`src/hdl/mcr_pkg.sv`:
```
// constants for the clock, power and reset sequencer of the microcontroller
// assumes one clock, clk_sys_i, standing in for the oscillator input
// What this block does
// [RULE1] The oscillator clock is halved before any internal use.
// [RULE2] Setting the idle request bit of the power control register enters idle mode.
// [RULE3] In idle the processor clock stops while peripherals and interrupt logic run.
// [RULE4] An interrupt or a reset ends idle mode and restores the processor clock.
// [RULE5] Setting the power-down request bit stops every clock including the oscillator.
// [RULE6] Only a reset ends power-down mode; interrupts are ignored there.
// [RULE7] The reset pin is sampled at state 5 phase 2 of each machine cycle.
// [RULE8] The reset source holds the pin high for two full machine cycles with the clock running.
// [RULE9] The reset pin is filtered so that short glitches cause no reset.
// [RULE10] During reset all port latches are set to all ones and the stack pointer to seven.
// [RULE11] During reset the power control register is cleared except bit 4, which is kept.
// [RULE12] During reset other special registers clear, the serial buffer is left alone.
// [RULE13] The address latch strobe runs at a sixth of the oscillator rate, one pulse skipped per data access.
// [RULE14] During reset both strobes are released to high impedance with a weak pull-up.
// [RULE15] All state is static; the clock may stop anywhere without loss.
// [RULE16] A machine cycle is six states of two phases, twelve oscillator periods.
package mcr_pkg;
    // last state of a machine cycle and last phase position within it
    localparam logic [2:0] STATE_LAST = 3'h5;
    localparam logic [3:0] POS_LAST = 4'hB;
    // state 5 phase 2, counted from zero
    localparam logic [2:0] SAMPLE_STATE = 3'h4;
    localparam logic SAMPLE_PHASE = 1'b1;
    // strobe windows as phase positions within a machine cycle
    localparam logic [3:0] ALE_FIRST_POS = 4'h0;
    localparam logic [3:0] ALE_SECOND_POS = 4'h6;
    localparam logic [3:0] ALE_LEN = 4'h2;
    localparam logic [3:0] FETCH_FIRST_POS = 4'h3;
    localparam logic [3:0] FETCH_SECOND_POS = 4'h9;
    localparam logic [3:0] FETCH_LEN = 4'h3;
    // power control register layout and reset values
    localparam int IDLE_BIT = 0;
    localparam int PD_BIT = 1;
    localparam int POWER_CONTROL_REG_KEEP_BIT = 4;
    localparam logic [7:0] POWER_CONTROL_REG_RST = 8'h00;
    localparam logic [7:0] PORT_RST = 8'hFF;
    localparam logic [3:0] PORT4_RST = 4'hF;
    localparam logic [7:0] SP_RST = 8'h07;
    localparam logic [7:0] SFR_RST = 8'h00;
    localparam logic [7:0] SERIAL_BUFFER_REG_POWERON = 8'h00;
    localparam int NUM_PORTS = 4;
    localparam logic [1:0] FILTER_SAMPLES = 2'h2;
    // gray coded along run, idle, power-down
    typedef enum logic [1:0] {
        MCR_RUN = 2'b00,
        MCR_IDLE = 2'b01,
        MCR_DOWN = 2'b11
    } mcr_pwr_type;
endpackage : mcr_pkg

```
`src/hdl/mcr_rst_filter.sv`:
```
// reset pin filter: two agreeing samples at the sample point change the level
// assumes sample_i pulses once per machine cycle while the oscillator runs
`timescale 1ns/100ps
module mcr_rst_filter (
    input wire logic clk_sys_i,
    input wire logic reset_i,
    input wire logic sample_i,
    input wire logic pin_i,
    output logic rst_o
);
    logic [1:0] hist_r;

    // [RULE9] history of pin samples
    always_ff @(posedge clk_sys_i) begin
        if (reset_i) begin
            hist_r <= 2'h0;
        end else if (sample_i) begin
            hist_r <= {hist_r[0], pin_i};
        end
    end

    // [RULE9] a lone sample never flips the level
    always_ff @(posedge clk_sys_i) begin
        if (reset_i) begin
            rst_o <= 1'b0;
        end else if (sample_i && hist_r[0] && pin_i) begin
            rst_o <= 1'b1;
        end else if (sample_i && !hist_r[0] && !pin_i) begin
            rst_o <= 1'b0;
        end
    end

    // [RULE8] reset accepted only after two samples a machine cycle apart
    rise_two_samples_a: assert property ( // [RULE8]
        @(posedge clk_sys_i) disable iff (reset_i)
        $rose(rst_o) |-> $past(sample_i, 1) && $past(pin_i, 1) && $past(hist_r[0], 1))
        else $error("reset taken without two high samples");

    // [RULE9] a single high sample leaves reset low
    glitch_ignored_a: assert property ( // [RULE9]
        @(posedge clk_sys_i) disable iff (reset_i)
        (sample_i && pin_i && !hist_r[0] && !rst_o) |=> !rst_o)
        else $error("single sample raised reset");
endmodule : mcr_rst_filter

```
`src/hdl/mcr_ctrl.sv`:
```
// clock halving, machine-cycle timing, power modes and reset sequencing
// assumes clk_sys_i is the oscillator input and the core obeys the clock enables
`timescale 1ns/100ps
module mcr_ctrl (
    input wire logic clk_sys_i,
    input wire logic reset_i,
    input wire logic rst_pin_i,
    input wire logic irq_i,
    input wire logic xdata_access_i,
    input wire logic code_fetch_i,
    input wire logic power_control_reg_wr_i,
    input wire logic sp_wr_i,
    input wire logic port_wr_i,
    input wire logic [1:0] port_sel_i,
    input wire logic port4_wr_i,
    input wire logic sfr_gen_wr_i,
    input wire logic serial_buffer_reg_wr_i,
    input wire logic [7:0] wdata_i,
    output logic int_clk_o,
    output logic [2:0] state_o,
    output logic core_clk_en_o,
    output logic periph_clk_en_o,
    output logic osc_en_o,
    output logic reset_o,
    output logic idle_o,
    output logic powerdown_o,
    output logic [31:0] port_latch_o,
    output logic [3:0] port4_latch_o,
    output logic [7:0] sp_o,
    output logic [7:0] power_control_reg_o,
    output logic [7:0] sfr_gen_o,
    output logic [7:0] serial_buffer_reg_o,
    output logic ale_o,
    output logic ale_oe_o,
    output logic program_store_strobe_n_o,
    output logic program_store_strobe_oe_o
);
    logic half_r;
    logic [2:0] state_r;
    mcr_pkg::mcr_pwr_type pwr_r;
    mcr_pkg::mcr_pwr_type pwr_nxt;
    logic run_w;
    logic state5_phase2_sample_point;
    logic pin_rst_w;
    logic rst_w;
    logic [3:0] pos_w;
    logic ale_nxt;
    logic strobe_n_nxt;
    logic wake_w;

    function automatic logic in_window(input logic [3:0] pos, input logic [3:0] start,
                                       input logic [3:0] len);
        in_window = (pos >= start) && (pos < start + len);
    endfunction : in_window

    // oscillator stands still in power-down unless the reset pin wakes it
    assign run_w = (pwr_r != mcr_pkg::MCR_DOWN) || rst_pin_i;
    assign pos_w = {state_r, half_r};
    assign rst_w = reset_i || pin_rst_w;
    assign wake_w = irq_i;

    // [RULE1] halved clock: one phase per oscillator period
    always_ff @(posedge clk_sys_i) begin
        if (reset_i) begin
            half_r <= 1'b0;
        end else if (run_w) begin
            half_r <= !half_r;
        end
    end

    // [RULE16] six states of two phases each
    // [RULE15] counter only holds while stopped, nothing decays
    always_ff @(posedge clk_sys_i) begin
        if (reset_i) begin
            state_r <= 3'h0;
        end else if (run_w && half_r) begin
            state_r <= (state_r == mcr_pkg::STATE_LAST) ? 3'h0 : state_r + 3'h1;
        end
    end

    always_ff @(posedge clk_sys_i) begin
        if (reset_i) begin
            int_clk_o <= 1'b0;
            state_o <= 3'h0;
        end else begin
            int_clk_o <= half_r;
            state_o <= state_r;
        end
    end

    // [RULE7] reset pin sampled once per machine cycle
    assign state5_phase2_sample_point = run_w && (state_r == mcr_pkg::SAMPLE_STATE)
                                        && (half_r == mcr_pkg::SAMPLE_PHASE);

    mcr_rst_filter u_filter (
        .clk_sys_i(clk_sys_i),
        .reset_i(reset_i),
        .sample_i(state5_phase2_sample_point),
        .pin_i(rst_pin_i),
        .rst_o(pin_rst_w)
    );

    always_ff @(posedge clk_sys_i) begin
        reset_o <= rst_w;
    end

    // power mode selection
    always_comb begin
        pwr_nxt = pwr_r;
        case (pwr_r)
            mcr_pkg::MCR_RUN: begin
                // [RULE5] power-down wins over idle
                if (power_control_reg_o[mcr_pkg::PD_BIT]) begin
                    pwr_nxt = mcr_pkg::MCR_DOWN;
                // [RULE2] idle request bit
                end else if (power_control_reg_o[mcr_pkg::IDLE_BIT]) begin
                    pwr_nxt = mcr_pkg::MCR_IDLE;
                end
            end
            mcr_pkg::MCR_IDLE: begin
                // [RULE4] interrupt ends idle
                if (wake_w) begin
                    pwr_nxt = mcr_pkg::MCR_RUN;
                end
            end
            mcr_pkg::MCR_DOWN: begin
                // [RULE6] interrupts ignored, only reset leaves
                pwr_nxt = mcr_pkg::MCR_DOWN;
            end
            default: begin
                pwr_nxt = mcr_pkg::MCR_RUN;
            end
        endcase
    end

    // [RULE4] reset always returns to run
    always_ff @(posedge clk_sys_i) begin
        if (rst_w) begin
            pwr_r <= mcr_pkg::MCR_RUN;
        end else begin
            pwr_r <= pwr_nxt;
        end
    end

    // [RULE3] core clock gated, peripherals still clocked in idle
    always_ff @(posedge clk_sys_i) begin
        if (rst_w) begin
            core_clk_en_o <= 1'b1;
            periph_clk_en_o <= 1'b1;
            osc_en_o <= 1'b1;
            idle_o <= 1'b0;
            powerdown_o <= 1'b0;
        end else begin
            core_clk_en_o <= (pwr_nxt == mcr_pkg::MCR_RUN);
            // [RULE5] every clock off in power-down
            periph_clk_en_o <= (pwr_nxt != mcr_pkg::MCR_DOWN);
            osc_en_o <= (pwr_nxt != mcr_pkg::MCR_DOWN);
            idle_o <= (pwr_nxt == mcr_pkg::MCR_IDLE);
            powerdown_o <= (pwr_nxt == mcr_pkg::MCR_DOWN);
        end
    end

    // [RULE11] power control register, bit 4 survives a pin reset, reset_i clears it
    always_ff @(posedge clk_sys_i) begin
        if (rst_w) begin
            power_control_reg_o <= mcr_pkg::POWER_CONTROL_REG_RST;
            power_control_reg_o[mcr_pkg::POWER_CONTROL_REG_KEEP_BIT] <=
                reset_i ? 1'b0 : power_control_reg_o[mcr_pkg::POWER_CONTROL_REG_KEEP_BIT];
        end else if (power_control_reg_wr_i && pwr_r == mcr_pkg::MCR_RUN) begin
            power_control_reg_o <= wdata_i;
        // [RULE4] leaving idle drops the request bit so the core runs on
        end else if (pwr_r == mcr_pkg::MCR_IDLE && wake_w) begin
            power_control_reg_o[mcr_pkg::IDLE_BIT] <= 1'b0;
        end
    end

    // [RULE10] port latches set to all ones
    generate
        for (genvar p = 0; p < mcr_pkg::NUM_PORTS; p++) begin : g_port
            always_ff @(posedge clk_sys_i) begin
                if (rst_w) begin
                    port_latch_o[p*8 +: 8] <= mcr_pkg::PORT_RST;
                end else if (port_wr_i && port_sel_i == 2'(p)
                             && pwr_r == mcr_pkg::MCR_RUN) begin
                    port_latch_o[p*8 +: 8] <= wdata_i;
                end
            end
        end
    endgenerate

    always_ff @(posedge clk_sys_i) begin
        if (rst_w) begin
            port4_latch_o <= mcr_pkg::PORT4_RST;
        end else if (port4_wr_i && pwr_r == mcr_pkg::MCR_RUN) begin
            port4_latch_o <= wdata_i[3:0];
        end
    end

    // [RULE10] stack pointer to seven
    always_ff @(posedge clk_sys_i) begin
        if (rst_w) begin
            sp_o <= mcr_pkg::SP_RST;
        end else if (sp_wr_i && pwr_r == mcr_pkg::MCR_RUN) begin
            sp_o <= wdata_i;
        end
    end

    // [RULE12] other special registers clear
    always_ff @(posedge clk_sys_i) begin
        if (rst_w) begin
            sfr_gen_o <= mcr_pkg::SFR_RST;
        end else if (sfr_gen_wr_i && pwr_r == mcr_pkg::MCR_RUN) begin
            sfr_gen_o <= wdata_i;
        end
    end

    // [RULE12] serial buffer untouched by the reset pin, cleared at power-on only
    always_ff @(posedge clk_sys_i) begin
        if (reset_i) begin
            serial_buffer_reg_o <= mcr_pkg::SERIAL_BUFFER_REG_POWERON;
        end else if (serial_buffer_reg_wr_i && pwr_r != mcr_pkg::MCR_DOWN) begin
            serial_buffer_reg_o <= wdata_i;
        end
    end

    // [RULE13] two pulses per machine cycle, second one dropped on data access
    always_comb begin
        ale_nxt = in_window(pos_w, mcr_pkg::ALE_FIRST_POS, mcr_pkg::ALE_LEN)
                  || (in_window(pos_w, mcr_pkg::ALE_SECOND_POS, mcr_pkg::ALE_LEN)
                      && !xdata_access_i);
        strobe_n_nxt = !(code_fetch_i
                         && (in_window(pos_w, mcr_pkg::FETCH_FIRST_POS, mcr_pkg::FETCH_LEN)
                             || in_window(pos_w, mcr_pkg::FETCH_SECOND_POS,
                                          mcr_pkg::FETCH_LEN)));
    end

    // [RULE14] strobes float high during reset
    always_ff @(posedge clk_sys_i) begin
        if (rst_w) begin
            ale_o <= 1'b1;
            ale_oe_o <= 1'b0;
            program_store_strobe_n_o <= 1'b1;
            program_store_strobe_oe_o <= 1'b0;
        end else begin
            ale_oe_o <= 1'b1;
            program_store_strobe_oe_o <= 1'b1;
            // frozen oscillator leaves the strobes where they stood
            if (run_w) begin
                ale_o <= ale_nxt;
                program_store_strobe_n_o <= strobe_n_nxt;
            end
        end
    end

    half_clock_a: assert property ( // [RULE1]
        @(posedge clk_sys_i) disable iff (reset_i)
        run_w |=> half_r != $past(half_r))
        else $error("internal phase did not alternate");

    idle_gating_a: assert property ( // [RULE3]
        @(posedge clk_sys_i) disable iff (reset_i)
        (pwr_r == mcr_pkg::MCR_IDLE && !reset_o) |=> !core_clk_en_o && periph_clk_en_o
                                                    || reset_o || $past(irq_i))
        else $error("idle clock gating wrong");

    idle_wake_a: assert property ( // [RULE4]
        @(posedge clk_sys_i) disable iff (reset_i)
        (pwr_r == mcr_pkg::MCR_IDLE && irq_i) |=> pwr_r == mcr_pkg::MCR_RUN ##1 core_clk_en_o)
        else $error("interrupt did not end idle");

    pd_entry_a: assert property ( // [RULE5]
        @(posedge clk_sys_i) disable iff (rst_w)
        (pwr_r == mcr_pkg::MCR_RUN && power_control_reg_o[mcr_pkg::PD_BIT])
            |=> !osc_en_o && !periph_clk_en_o && !core_clk_en_o)
        else $error("clocks still on in power-down");

    pd_no_wake_a: assert property ( // [RULE6]
        @(posedge clk_sys_i) disable iff (rst_w)
        (pwr_r == mcr_pkg::MCR_DOWN && irq_i) |=> pwr_r == mcr_pkg::MCR_DOWN)
        else $error("interrupt woke power-down");

    sample_timing_a: assert property ( // [RULE7]
        @(posedge clk_sys_i) disable iff (reset_i)
        state5_phase2_sample_point && pwr_r != mcr_pkg::MCR_DOWN
            |-> ##12 state5_phase2_sample_point || !run_w || $past(!run_w, 11))
        else $error("sample point not once per machine cycle");

    reset_values_a: assert property ( // [RULE10]
        @(posedge clk_sys_i) disable iff (reset_i)
        reset_o |-> sp_o == mcr_pkg::SP_RST && port_latch_o == {4{mcr_pkg::PORT_RST}}
                    && sfr_gen_o == mcr_pkg::SFR_RST)
        else $error("reset values not loaded");

    power_control_reg_keep_a: assert property ( // [RULE11]
        @(posedge clk_sys_i) disable iff (reset_i)
        (reset_o && $past(reset_o)) |-> $stable(power_control_reg_o[mcr_pkg::POWER_CONTROL_REG_KEEP_BIT])
            && (power_control_reg_o & 8'hEF) == mcr_pkg::POWER_CONTROL_REG_RST)
        else $error("power control reset wrong");

    serial_buffer_reg_kept_a: assert property ( // [RULE12]
        @(posedge clk_sys_i) disable iff (reset_i)
        (reset_o && !serial_buffer_reg_wr_i) |=> $stable(serial_buffer_reg_o))
        else $error("serial buffer disturbed by reset");

    ale_width_a: assert property ( // [RULE13]
        @(posedge clk_sys_i) disable iff (rst_w || reset_o)
        ($rose(ale_o) && $past(run_w) && run_w && $past(!reset_o)) |=> ale_o ##1 !ale_o || !run_w)
        else $error("address strobe width wrong");

    strobe_float_a: assert property ( // [RULE14]
        @(posedge clk_sys_i) disable iff (reset_i)
        reset_o |-> !ale_oe_o && !program_store_strobe_oe_o && ale_o && program_store_strobe_n_o)
        else $error("strobes driven during reset");
endmodule : mcr_ctrl

```
`config.mk`:
```
export PLATFORM = sky130hd
export DESIGN_NAME = mcr_ctrl
export DESIGN_NICKNAME = d
export VERILOG_FILES = /design/src/hdl/mcr_pkg.sv /design/src/hdl/mcr_rst_filter.sv /design/src/hdl/mcr_ctrl.sv
export SDC_FILE = /design/constraint.sdc
export NUM_CORES = 1
export LEC_CHECK = 0
export BUFFER_PORTS_ARGS = -buffer_cell sky130_fd_sc_hd__buf_2
export CAP_MARGIN = 20
export CORE_MARGIN = 1.5
export CORE_UTILIZATION = 40
export DETAILED_ROUTE_END_ITERATION = 8
export PLACE_DENSITY = 0.64
export RECOVER_POWER = 25
export SLEW_MARGIN = 10
export SYNTH_ARGS = -nofsm -noshare
export SYNTH_HDL_FRONTEND = slang
export SYNTH_SLANG_ARGS = --single-unit
```
`constraint.sdc`:
```
create_clock -name clk_sys_i -period 2.1 [get_ports clk_sys_i]
set_input_delay 0.21 -clock clk_sys_i [delete_from_list [all_inputs] [get_ports clk_sys_i]]
set_output_delay 0.21 -clock clk_sys_i [all_outputs]
set_load 0.02 [all_outputs]
```
[Yosys cells after proc, flatten, opt, wreduce, memory -nomap -nowiden]
Cells that the tools add are included.
Storage, ports and cells
  output and inout bits: 82
  register bits: 88
  logic and storage cells: 103
Cells by class
  reductions and logical operators: 43
  mux-type cells: 13
  $lt $le $gt $ge: 8
  equality and inequality tests: 12
  add/subtract/negate cells: 1
Operators by type and width (number)
  $logic_and 1x1->1: 27
  $eq 2x2->1 const B: 4
  $lt 4x4->1 const B: 2
  $eq 2x1->1 const B: 3
  $eq 3x3->1 const B: 2
  $logic_not 2->1: 3
  $mux 1: 6
  $mux 2: 3
  $ne 2x2->1 const B: 3
  $pmux 2 s3: 1
  $reduce_bool 2->1: 3
  $logic_not 1->1: 5
  $mux 5: 1
  $ge 4x1->1 const B: 1
  $ge 4x2->1 const B: 1
  $ge 4x3->1 const B: 1
  $ge 4x4->1 const B: 1
  $logic_or 1x1->1: 4
  $lt 4x2->1 const B: 1
  $lt 4x3->1 const B: 1
  $mux 4: 1
  $add 3x1->3 const B: 1
  $mux 3: 1
  $reduce_and 2->1: 1

[Logic depth before layout (Yosys ltp)]
Gate-level depths: netlist of the first run.
  depth in word-level cells: 8
  gate-level depth with buffers: 5
  mapped depth without buffers: 4

[Modules after synthesis]
A second synthesis of the first run with hierarchy kept.
Second synthesis, totals
  cell total of the unflattened synthesis: 329
  area total of the unflattened synthesis: 3365.7 µm²
By module, submodules not included
  mcr_ctrl: instances 1, seq. area each 1731.7 µm², area each 3271.9 µm², cells each 320
  mcr_rst_filter: instances 1, seq. area each 40.0 µm², area each 93.8 µm², cells each 9

[Worst setup path after synthesis of the first run]
OpenSTA, ideal clock, no wires.
  path type: reg2reg
  from: register pwr_r[1]
  to: register power_control_reg_o[4] (enable)
  period minus slack after synthesis: 1296 ps
  setup time: 291 ps
  arrival: 1006 ps
  path buffers: 2
  data required time: 1809 ps
  stages on the path, launching flop included: 5
  path slack: 804 ps
  path through: dfxtp_1 > buf_2 > nor3b_1 > buf_2 > a21o_1
Between the ends
  word-level cells in the longest chain between the ends: 4
Ends and longest elaborated chain
  start: declaration: line mcr_ctrl.sv:40  | mcr_pkg::mcr_pwr_type pwr_r;
  start signal: assignment: line mcr_ctrl.sv:139  | pwr_r <= mcr_pkg::MCR_RUN;
  start signal: assignment: line mcr_ctrl.sv:141  | pwr_r <= pwr_nxt;
  $logic_not 2->1: line mcr_ctrl.sv:169  | end else if (power_control_reg_wr_i && pwr_r == mcr_pkg::MCR_RUN) begin
  $logic_and 1x1->1: line mcr_ctrl.sv:169
  $reduce_bool 2->1 (no line)
  $reduce_and 2->1 (no line)
  end signal: assignment: line mcr_ctrl.sv:166  | power_control_reg_o <= mcr_pkg::POWER_CONTROL_REG_RST;
  end signal: indexed assignment: line mcr_ctrl.sv:167  | power_control_reg_o[mcr_pkg::POWER_CONTROL_REG_KEEP_BIT] <=
  end signal: assignment: line mcr_ctrl.sv:170  | power_control_reg_o <= wdata_i;
  end: declaration: line mcr_ctrl.sv:30  | output logic [7:0] power_control_reg_o,
No other way between the ends.
A chain may end at the register's enable or synchronous reset.

[Worst setup path in the final report of the first run]
  from: register u_filter.rst_o
  to: register power_control_reg_o[4] (data pin)
Between the ends
  word-level cells in the longest chain between the ends: 2
Ends and longest elaborated chain
  start: declaration: line mcr_rst_filter.sv:9  | output logic rst_o
  start signal: assignment: line mcr_rst_filter.sv:25  | rst_o <= 1'b0;
  start signal: assignment: line mcr_rst_filter.sv:27  | rst_o <= 1'b1;
  start signal: assignment: line mcr_rst_filter.sv:29  | rst_o <= 1'b0;
  $logic_or 1x1->1: line mcr_ctrl.sv:59  | assign rst_w = reset_i || pin_rst_w;
  $mux 5: line mcr_ctrl.sv:165  | if (rst_w) begin
No other way between the ends.

==> results of run 1 <==
[placed cells by master (no fill, tap or decap), types with 5 or more instances in the layout]
| cell | Yosys | routed |
|---|---|---|
| nor2_1 | 64 | 64 |
| nand2_1 | 27 | 27 |
| buf_4 | 2 | 13 |
| inv_1 | 5 | 5 |
| clkbuf_8 | 0 | 11 |
| dfxtp_1 | 87 | 87 |
| a21oi_1 | 15 | 15 |
| mux2i_1 | 59 | 59 |
| buf_2 | 9 | 65 |
| clkbuf_1 | 10 | 39 |
[registers in the layout, summed over array words and instances (netlist names), 3 cells and up]
signal	flops
port4_latch_o	4
port_latch_o	32
power_control_reg_o	8
serial_buffer_reg_o	8
sfr_gen_o	8
sp_o	8
state_o	3
state_r	3
[final cells by class]
| class | instances | share of cell area (%) |
|---|---|---|
| Inverter | 6 | 0.552 |
| Sequential cell | 88 | 43.4 |
| Multi-Input combinational cell | 212 | 34.0 |
| Clock inverter | 4 | 1.26 |
| Tap cell | 102 | 3.13 |
| Timing Repair Buffer | 116 | 13.9 |
| Clock buffer | 12 | 3.80 |
[worst paths after layout]
kind                            endpoint  cells past startpoint
setup / recovery  power_control_reg_o[4]                      3
setup reg to reg  power_control_reg_o[4]                      3
hold reg to reg   serial_buffer_reg_o[5]                      2
hold / removal    serial_buffer_reg_o[0]                      3
[through the flow]
stage / total power [mW] / cells / setup slack [ns]
final: 3.55 / 540 / 0.588
after global routing: 3.71 / 540 / 0.486
after CTS: 3.59 / 540 / 0.569
after detailed placement: 2.40 / 524 / 0.587
after global placement: 2.39 / 524 / 0.632
after floorplan: 2.21 / 328 / 0.804
[report_power, final]
group / leakage (nW) / switching (mW) / total (mW) / internal (mW)
logic: 1.02 / 0.333 / 0.532 / 0.199
clock network: 0.0992 / 0.588 / 1.20 / 0.616
registers: 0.724 / 0.0504 / 1.82 / 1.77
total: 1.85 / 0.971 / 3.55 / 2.58
[per-layer routing]
layer | track usage [%] | wire length, um | up-vias
li1 | - | - | 1311
met1 | 21.8 | 3420 | 1210
met2 | 29.2 | 3650 | 61
met3 | 5.61 | 483 | 9
met4 | 8.08 | 142 | 0
met5 | 0 | 0 | -
[tightest hold or removal path: stages]
cell and delay, ns:
buf_2 0.14, nand2_1 0.06, a21oi_1 0.05
[logic make-up (layout without fill, tap and decap cells)]
logic type / Yosys count / after routing / share of synthesized area (%)
xor+xnor: 1 / 1 / 0.267
simple gates: 118 / 118 / 16.8
buf+inv: 28 / 138 / 3.78
fa+ha+maj: 1 / 1 / 0.306
flops: 88 / 88 / 54.1
mux: 61 / 61 / 18.7
compound gates: 31 / 31 / 6.07
==> flow_metrics.py, run 1 <==
metrics = {
    "outcome": {
        "outcome": "complete, no violations",
    },
    "timing": {
        "worstMarginPinSlew_ns": 0.612,
        "finalCriticalPeriod_ns": 1.51,
        "grt_setup_unrepaired": "no",
        "finalSetupViolCount": 0,
        "slew_violations": 0,
        "finalCritPeriodShare_pct": 72.0,
        "finClkSkew_ns": 0.0105,
        "fmax_mhz": 661,
        "relSlewSlack_pct": 59.1,
        "finalSetupTns_ns": 0,
        "hold_viol_final": 0,
        "hold_ws_ns": 0.142,
    },
    "clocking": {
        "clk_latency_ns": 0.36,
        "cts_buffers": 9,
        "cts_resized": 0,
        "cts-root-buf": "clkbuf_8",
        "path_clk_slew_ns": 0.09,
        "cts_tree": "done",
        "h-tree-depth": 3,
        "cts_setup_buffers": 0,
        "clockBufferDepth": 2,
        "clock-sinks": 88,
        "holdBufCountCts": 0,
    },
    "run": {
        "cap_violations": 0,
    },
    "setup_path": {
        "required_ns": 2.21,
        "crit_family": "simple AND/OR/NAND/NOR gates",
        "crit_path_start_kind": "register",
        "critPathCaptureType": "register",
        "path_cells": "or2_2 -> clkinv_1 -> and3_1",
        "cp_slowest_stage_delay_ns": 0.35,
        "arrival_ns": 1.62,
        "rrSetupSlack_ns": 0.59,
        "worstSetupPathType": "register to register",
        "crit_buf_inv": 1,
        "crit_fanout": 17,
        "crit_path_start": "u_filter.rst_o",
        "r2r_start": "u_filter.rst_o",
        "critPathSlowestCell": "dfxtp_1",
    },
    "yosys": {
        "yosys_most_used_dff": "dfxtp_1",
        "synth.largest_area_cell": "dfxtp_1",
        "yosysWarnings": 0,
        "syn_nets": 350,
        "synth.distinct_cells": 41,
        "postSynthAreaPerCell_um2": 9.99,
        "synth.most_common_cell": "dfxtp_1",
        "yosysSeqAreaShare_pct": 54.1,
        "async_reset_ff_share_pct": 0,
        "synth_edf_count": 1,
        "syn_area_um2": 3280,
        "synth_common_cells": "dfxtp_1, nor2_1, mux2i_1",
        "ys_ff_latch": 88,
        "syn_inst": 328,
        "synth_top_area_share_pct": 53.2,
        "synth.area.top_cells": "dfxtp_1, mux2i_1, nor2_1",
    },
    "cells_and_area": {
        "syn2layout_area_growth_pct": 24.5,
        "fin_nets": 455,
        "drive_above_1_share_pct": 23.5,
        "fin_area_um2": 4080,
        "diodes": 0,
        "n_fill_cell": 763,
        "utilization_pct": 52.2,
        "register_area_um2": 1770,
        "multiInputGateArea_um2": 1390,
    },
    "detailed_routing": {
        "routed_wl_mm": 7.70,
        "first_pass_iters": 4,
        "via_count": 2591,
        "drcViolationCount": 0,
        "drtIter0Drc": 89,
        "via_per_inst": 4.80,
        "ant_nets": 0,
        "avgRoutedWirePerCell_um": 14.3,
    },
    "die": {
        "design.core.area_um2": 7810,
        "dieArea_um2": 8740,
        "die_y_um": 93.5,
        "rows": 32,
        "die_w_um": 93.5,
        "num_io_pins": 104,
        "start_util_pct": 42.0,
    },
    "grt": {
        "grt_overflow": 0,
        "grt_pass1_vias": 2343,
        "grt_usage_pct": 18.0,
        "grt_first_pass_wirelength_mm": 11.9,
        "antenna_found_initial": 0,
        "grt_max_degree": 20,
    },
    "power": {
        "vdd_drop_max_mv": 0.369,
        "power_per_cell_area_nw_per_um2": 871,
        "leakagePower_nw": 1.85,
    },
    "hold_path": {
        "hp-class": "input port to register",
        "min_from": "wdata_i[0]",
    },
    "place": {
        "hpwl_mm": 5.75,
        "gp_congestion": 0.769,
        "io_buffers": 103,
        "place_area_um2": 3920,
    },
}
No activity file was read; power rests on OpenSTA's default activity.
==> inputs of run 2 (changes only) <==
- ABC_AREA: default -> 1
- PLACE_DENSITY: 0.64 -> 0.67
- clock period: 2.1 -> 1.3 ns (I/O delays scaled with it)
==> run 2 against run 1 <==
  * Routed wire length is 0.99% lower
  * Synthesized cell count is 0.91% higher
  * Via count rose by 2.9%
  * Sequential power rose by 70%
  * Design area shrank 4.8%
  * Critical path type unchanged
  * Total power increased by 68%
  * First-iteration DRC count is 11% higher
  * Combinational power increased by 130%
  * Sequential share of layout area is 2.3 points higher
  * Die area decreased by 4.8%
==> flow_metrics.py, run 2 <==
metrics = {
    "die": {
        "rows": 31,
        "design.core.area_um2": 7410,
        "die_y_um": 91.2,
        "start_util_pct": 42.0,
        "num_io_pins": 104,
        "die_w_um": 91.2,
        "dieArea_um2": 8320,
    },
    "yosys": {
        "yosysWarnings": 0,
        "synth.area.mux_share_pct": 0,
        "async_reset_ff_share_pct": 0,
        "yosys_most_used_dff": "dfxtp_1",
        "synth.most_common_cell": "dfxtp_1",
        "synth_common_cells": "dfxtp_1, nand2_1, o211ai_1",
        "synth.area.top_cells": "dfxtp_1, nand2_1, o211ai_1",
        "synth.largest_area_cell": "dfxtp_1",
        "synthXorXnorAreaFrac_pct": 0,
        "syn_nets": 353,
        "syn_inst": 331,
        "synth_top_family_by_area": "compound AO/OA/AOI/OAI gates",
        "synth.distinct_cells": 27,
        "synth_edf_count": 1,
        "postSynthAreaPerCell_um2": 9.41,
        "synth_top_area_share_pct": 55.9,
        "ys_ff_latch": 88,
        "synthAdderAreaFrac_pct": 0,
        "synth_compound_area_share_pct": 20.4,
        "syn_area_um2": 3110,
        "yosysSeqAreaShare_pct": 56.9,
        "synthSimpleGateAreaFrac_pct": 15.8,
    },
    "grt": {
        "antenna_found_initial": 0,
        "grt_usage_pct": 18.4,
        "grt_first_pass_wirelength_mm": 12.0,
        "grt_max_degree": 54,
        "grt_pass1_vias": 2381,
        "grt_overflow": 0,
    },
    "timing": {
        "relSlewSlack_pct": 72.2,
        "fin_ws_ns": 0.0824,
        "finalSetupViolCount": 0,
        "hold_viol_final": 0,
        "worstMarginPinSlew_ns": 0.414,
        "finalCriticalPeriod_ns": 1.22,
        "finalCritPeriodShare_pct": 93.7,
        "fmax_mhz": 821,
        "slew_violations": 0,
        "hold_ws_ns": 0.0683,
        "finClkSkew_ns": 0.0117,
        "grt_setup_unrepaired": "no",
        "finalSetupTns_ns": 0,
    },
    "detailed_routing": {
        "via_per_inst": 4.96,
        "routed_wl_mm": 7.62,
        "drtIter0Drc": 99,
        "first_pass_iters": 6,
        "avgRoutedWirePerCell_um": 14.2,
        "via_count": 2666,
        "drcViolationCount": 0,
        "ant_nets": 0,
    },
    "cells_and_area": {
        "n_fill_cell": 733,
        "diodes": 0,
        "instances_no_fill": 538,
        "layout_common_cells": "dfxtp_1, buf_2, nand2_1, clkbuf_1, o211ai_1",
        "mostFrequentLayoutCell": "dfxtp_1",
        "fin_nets": 457,
        "largest_register_ffs": 32,
        "top_register": "port_latch_o",
        "drive_above_1_share_pct": 26.2,
        "syn2layout_area_growth_pct": 24.6,
    },
    "run": {
        "cap_violations": 0,
    },
    "hold_path": {
        "hp-class": "input port to register",
    },
    "setup_path": {
        "critPathCaptureType": "register",
        "arrival_ns": 1.43,
        "required_ns": 1.52,
        "crit_path_start_kind": "register",
        "worstSetupPathType": "register to register",
        "crit_fanout": 16,
    },
    "power": {
        "leakagePower_nw": 1.78,
        "vdd_drop_max_mv": 0.688,
        "total_power_mw": 5.98,
        "power_per_cell_area_nw_per_um2": 1540,
    },
    "clocking": {
        "cts_buffers": 9,
        "clock-sinks": 88,
        "clk_latency_ns": 0.34,
        "cts_tree": "done",
        "clockBufferDepth": 2,
        "cts-root-buf": "clkbuf_8",
        "holdBufCountCts": 0,
        "path_clk_slew_ns": 0.08,
        "h-tree-depth": 3,
    },
    "place": {
        "post-place-cells": 520,
        "hpwl_mm": 5.25,
        "io_buffers": 103,
        "pre_cts_ws_ns": 0.0393,
        "gp_congestion": 0.813,
    },
    "outcome": {
        "outcome": "complete, no violations",
    },
}
-- run 2: cell count changes in the layout (fill, tap and decap cells not counted), sizes merged, moves of 4 or more --
cell	change
buf	-4
o211ai	+39
mux2i	-59
nand2	+36
a21oi	+11
nor3b	-6
a21o	-4
inv	+16
nor2b	-4
clkinv	+5
o21ai	+27
nor2	-47
nand3	+17
-- run 2: path summary, 6_finish.rpt --
path                                       from                        to  slack [ns]  depth (start not counted)
worst max-delay path                   pwr_r[0]           port_latch_o[9]        0.08                          6
worst min-delay path               code_fetch_i  program_store_strobe_n_o        0.07                          4
worst max register to register         pwr_r[0]           port_latch_o[9]        0.08                          6
worst min register to register  port_latch_o[8]           port_latch_o[8]        0.47                          2
-- run 2: kinds of logic (layout without fill, tap and decap cells) --
kind of cell / count (synthesis) / in the layout
AOI/OAI and AO/OA: 98 / 98
and+or+nand+nor: 102 / 102
buffers and inverters: 43 / 151
DFF: 88 / 88
-- run 2: routing by layer --
| metal | wire length [um] | up-vias | GRT usage, % |
|---|---|---|---|
| li1 | - | 1340 | - |
| met1 | 3450 | 1236 | 24.8 |
| met2 | 3650 | 77 | 29.2 |
| met3 | 385 | 13 | 2.93 |
| met4 | 140 | 0 | 7.81 |
| met5 | 0 | - | 0 |
-- run 2: through the flow --
stage               util, %  cell area [um^2]
floorplan                 -              3110
global placement       50.0              3700
detailed placement     50.0              3700
CTS                    52.3              3870
global route           52.4              3880
finish                 52.4              3880
-- run 2: area by class of cell --
class | instances | area, um^2 | share of cell area [%]
Multi-Input combinational cell | 200 | 1150 | 29.6
Sequential cell | 88 | 1780 | 45.8
Inverter | 26 | 103 | 2.64
Clock inverter | 3 | 17.5 | 0.451
Timing Repair Buffer | 110 | 558 | 14.4
Tap cell | 99 | 124 | 3.19
Clock buffer | 12 | 155 | 4.00
-- run 2: critical path, cell delays in order (launching register included) --
cell and delay, ns:
dfxtp_4 0.38, nor2_8 0.12, buf_2 0.17, nand3_2 0.10, buf_12 0.17, nand2_1 0.07, o211ai_2 0.07
-- run 2: power by group --
part	switching (mW)	leakage [nW]	internal (mW)	total (mW)
Sequential	0.142	0.728	2.95	3.09
Combinational	0.815	0.961	0.388	1.20
Clock	0.903	0.0882	0.784	1.69
Total	1.86	1.78	4.12	5.98
-- run 2: repair_timing --
| action | in CTS | in global routing |
|---|---|---|
| endpoints found under the setup margin | 0 | 42 |
| gates resized for setup | 0 | 7 |
| setup buffers | 0 | 3 |
==> inputs of run 3 (changes only) <==
- CELL_PAD_IN_SITES_DETAIL_PLACEMENT: default -> 0
- CELL_PAD_IN_SITES_GLOBAL_PLACEMENT: default -> 1
- CORE_UTILIZATION: 40 -> 33
- PLACE_DENSITY: 0.67 -> 0.74
==> run 3 against run 2 <==
  * Routed wire length grew 3.7%
  * Highest routed layer unchanged
  * Clock power grew 26%
  * Register-to-register slack improved by 0.02 ns
  * Critical path depth is 1 lower
  * Clock skew down 0.0021 ns
  * Sequential power barely moved
  * Total power grew 6.9%
  * Largest power group unchanged
  * First-iteration DRC count is 2.0% lower
  * Flip-flop and latch count did not move
  * Count of clock-buffer cells in the layout decreased by 1
==> flow_metrics.py, run 3 (synthesis results as in run 2) <==
metrics = {
    "die": {
        "die_y_um": 100,
        "die_w_um": 100,
        "num_io_pins": 104,
        "rows": 35,
        "dieArea_um2": 10000,
        "design.core.area_um2": 9200,
        "start_util_pct": 33.9,
    },
    "setup_path": {
        "path_cells": "nand2_2 -> nor2_4 -> nor2_1 -> o21ai_0 -> a21oi_1",
        "rrSetupSlack_ns": 0.11,
        "critPathSlowestCell": "dfxtp_2",
        "critPathCaptureType": "register",
        "rr_worst_depth": 5,
        "arrival_ns": 1.42,
        "r2r_start": "pwr_r[0]",
        "crit_fanout": 6,
        "crit_path_start_kind": "register",
        "required_ns": 1.53,
        "worstSetupPathType": "register to register",
        "worstReg2RegEnd": "state_r[1]",
        "cp_slowest_stage_delay_ns": 0.47,
    },
    "cells_and_area": {
        "drive_above_1_share_pct": 26.2,
        "utilization_pct": 43.0,
        "register_area_um2": 1770,
        "mostFrequentLayoutCell": "dfxtp_1",
        "n_fill_cell": 940,
        "top_register": "port_latch_o",
        "largest_register_ffs": 32,
        "instances_no_fill": 550,
        "fin_nets": 457,
        "fin_area_um2": 3960,
        "syn2layout_area_growth_pct": 27.0,
        "multiInputGateArea_um2": 1160,
        "diodes": 0,
        "layout_common_cells": "dfxtp_1, buf_2, nand2_1, clkbuf_1, o211ai_1",
    },
    "power": {
        "vdd_drop_max_mv": 0.580,
        "power_per_cell_area_nw_per_um2": 1620,
        "leakagePower_nw": 1.80,
    },
    "clocking": {
        "cts-root-buf": "clkbuf_8",
        "cts_buffers": 9,
        "clockBufferDepth": 2,
        "clk_latency_ns": 0.35,
        "cts_setup_buffers": 0,
        "holdBufCountCts": 0,
        "path_clk_slew_ns": 0.08,
        "clock-sinks": 88,
        "h-tree-depth": 3,
        "cts_resized": 0,
        "cts_tree": "done",
    },
    "detailed_routing": {
        "drtIter0Drc": 97,
        "first_pass_iters": 4,
        "drcViolationCount": 0,
        "via_per_inst": 4.73,
        "ant_nets": 0,
        "routed_wl_mm": 7.90,
        "via_count": 2601,
        "avgRoutedWirePerCell_um": 14.4,
    },
    "hold_path": {
        "hp-class": "input port to register",
        "hold_depth": 4,
        "min_from": "code_fetch_i",
        "whs_endpoint": "program_store_strobe_n_o",
    },
    "grt": {
        "grt_usage_pct": 15.9,
        "antenna_found_initial": 0,
        "grt_pass1_vias": 2346,
        "grt_max_degree": 35,
        "grt_overflow": 0,
        "grt_first_pass_wirelength_mm": 12.2,
    },
    "timing": {
        "fin_ws_ns": 0.105,
        "fmax_mhz": 837,
        "worstMarginPinSlew_ns": 0.432,
        "slew_violations": 0,
        "relSlewSlack_pct": 71.1,
        "finalSetupTns_ns": 0,
        "grt_setup_unrepaired": "no",
        "finalCriticalPeriod_ns": 1.19,
        "finalCritPeriodShare_pct": 91.9,
        "finClkSkew_ns": 0.00961,
        "hold_viol_final": 0,
        "finalSetupViolCount": 0,
    },
    "outcome": {
        "outcome": "complete, no violations",
    },
    "place": {
        "io_buffers": 103,
        "place_area_um2": 3740,
        "hpwl_mm": 5.46,
        "post-place-cells": 534,
        "gp_congestion": 0.803,
        "pre_cts_ws_ns": 0.0463,
    },
    "run": {
        "cap_violations": 0,
    },
}
-- run 3: critical path, delay by kind of cell, from the launching register on --
family,cells,cell delay (ns)
AO/OA/AOI/OAI,2,0.21
flip-flops,1,0.47
AND/OR/NAND/NOR,3,0.39
-- run 3: metrics by stage --
step | hold WS (ns) | total power, mW
floorplan | 0.290 | 3.92
CTS | 0.0478 | 6.46
finish | 0.0589 | 6.39
global route | 0.0709 | 6.70
global placement | 0.414 | 4.31
detailed placement | 0.418 | 4.33
-- run 3: layout make-up --
type,count,area share (%)
well taps,111,3.51
clock buffers,11,3.83
clock inverters,4,1.93
inverters,26,2.53
repair buffers,109,14.0
multi-input cells,201,29.4
flip-flops and latches,88,44.9
-- run 3: worst max-delay path by stage --
| stage | depth (start not counted) | startpoint | end | slack [ns] |
|---|---|---|---|---|
| floorplan | 5 | pwr_r[1] | port_latch_o[21] | 0.15 |
| global placement | 4 | pwr_r[0] | port_latch_o[5] | 0.08 |
| detailed placement | 4 | pwr_r[0] | port_latch_o[1] | 0.05 |
| CTS | 4 | pwr_r[0] | port_latch_o[1] | 0.03 |
| global route | 5 | pwr_r[0] | serial_buffer_reg_o[4] | 0.003 |
| finish | 5 | pwr_r[0] | state_r[1] | 0.11 |
-- run 3: report_power, final --
part | leakage [nW] | internal, mW | total [mW] | switching, mW
Combinational | 0.960 | 0.363 | 1.17 | 0.805
Clock | 0.112 | 1.18 | 2.13 | 0.942
Sequential | 0.728 | 2.95 | 3.10 | 0.150
Total | 1.80 | 4.50 | 6.39 | 1.90
-- run 3: metal layers --
layer	vias up	track usage (%)	wire (um)
met5	-	0	0
met4	0	6.83	165
met3	13	2.86	352
met2	70	25.1	3770
met1	1178	21.4	3620
li1	1340	-	-
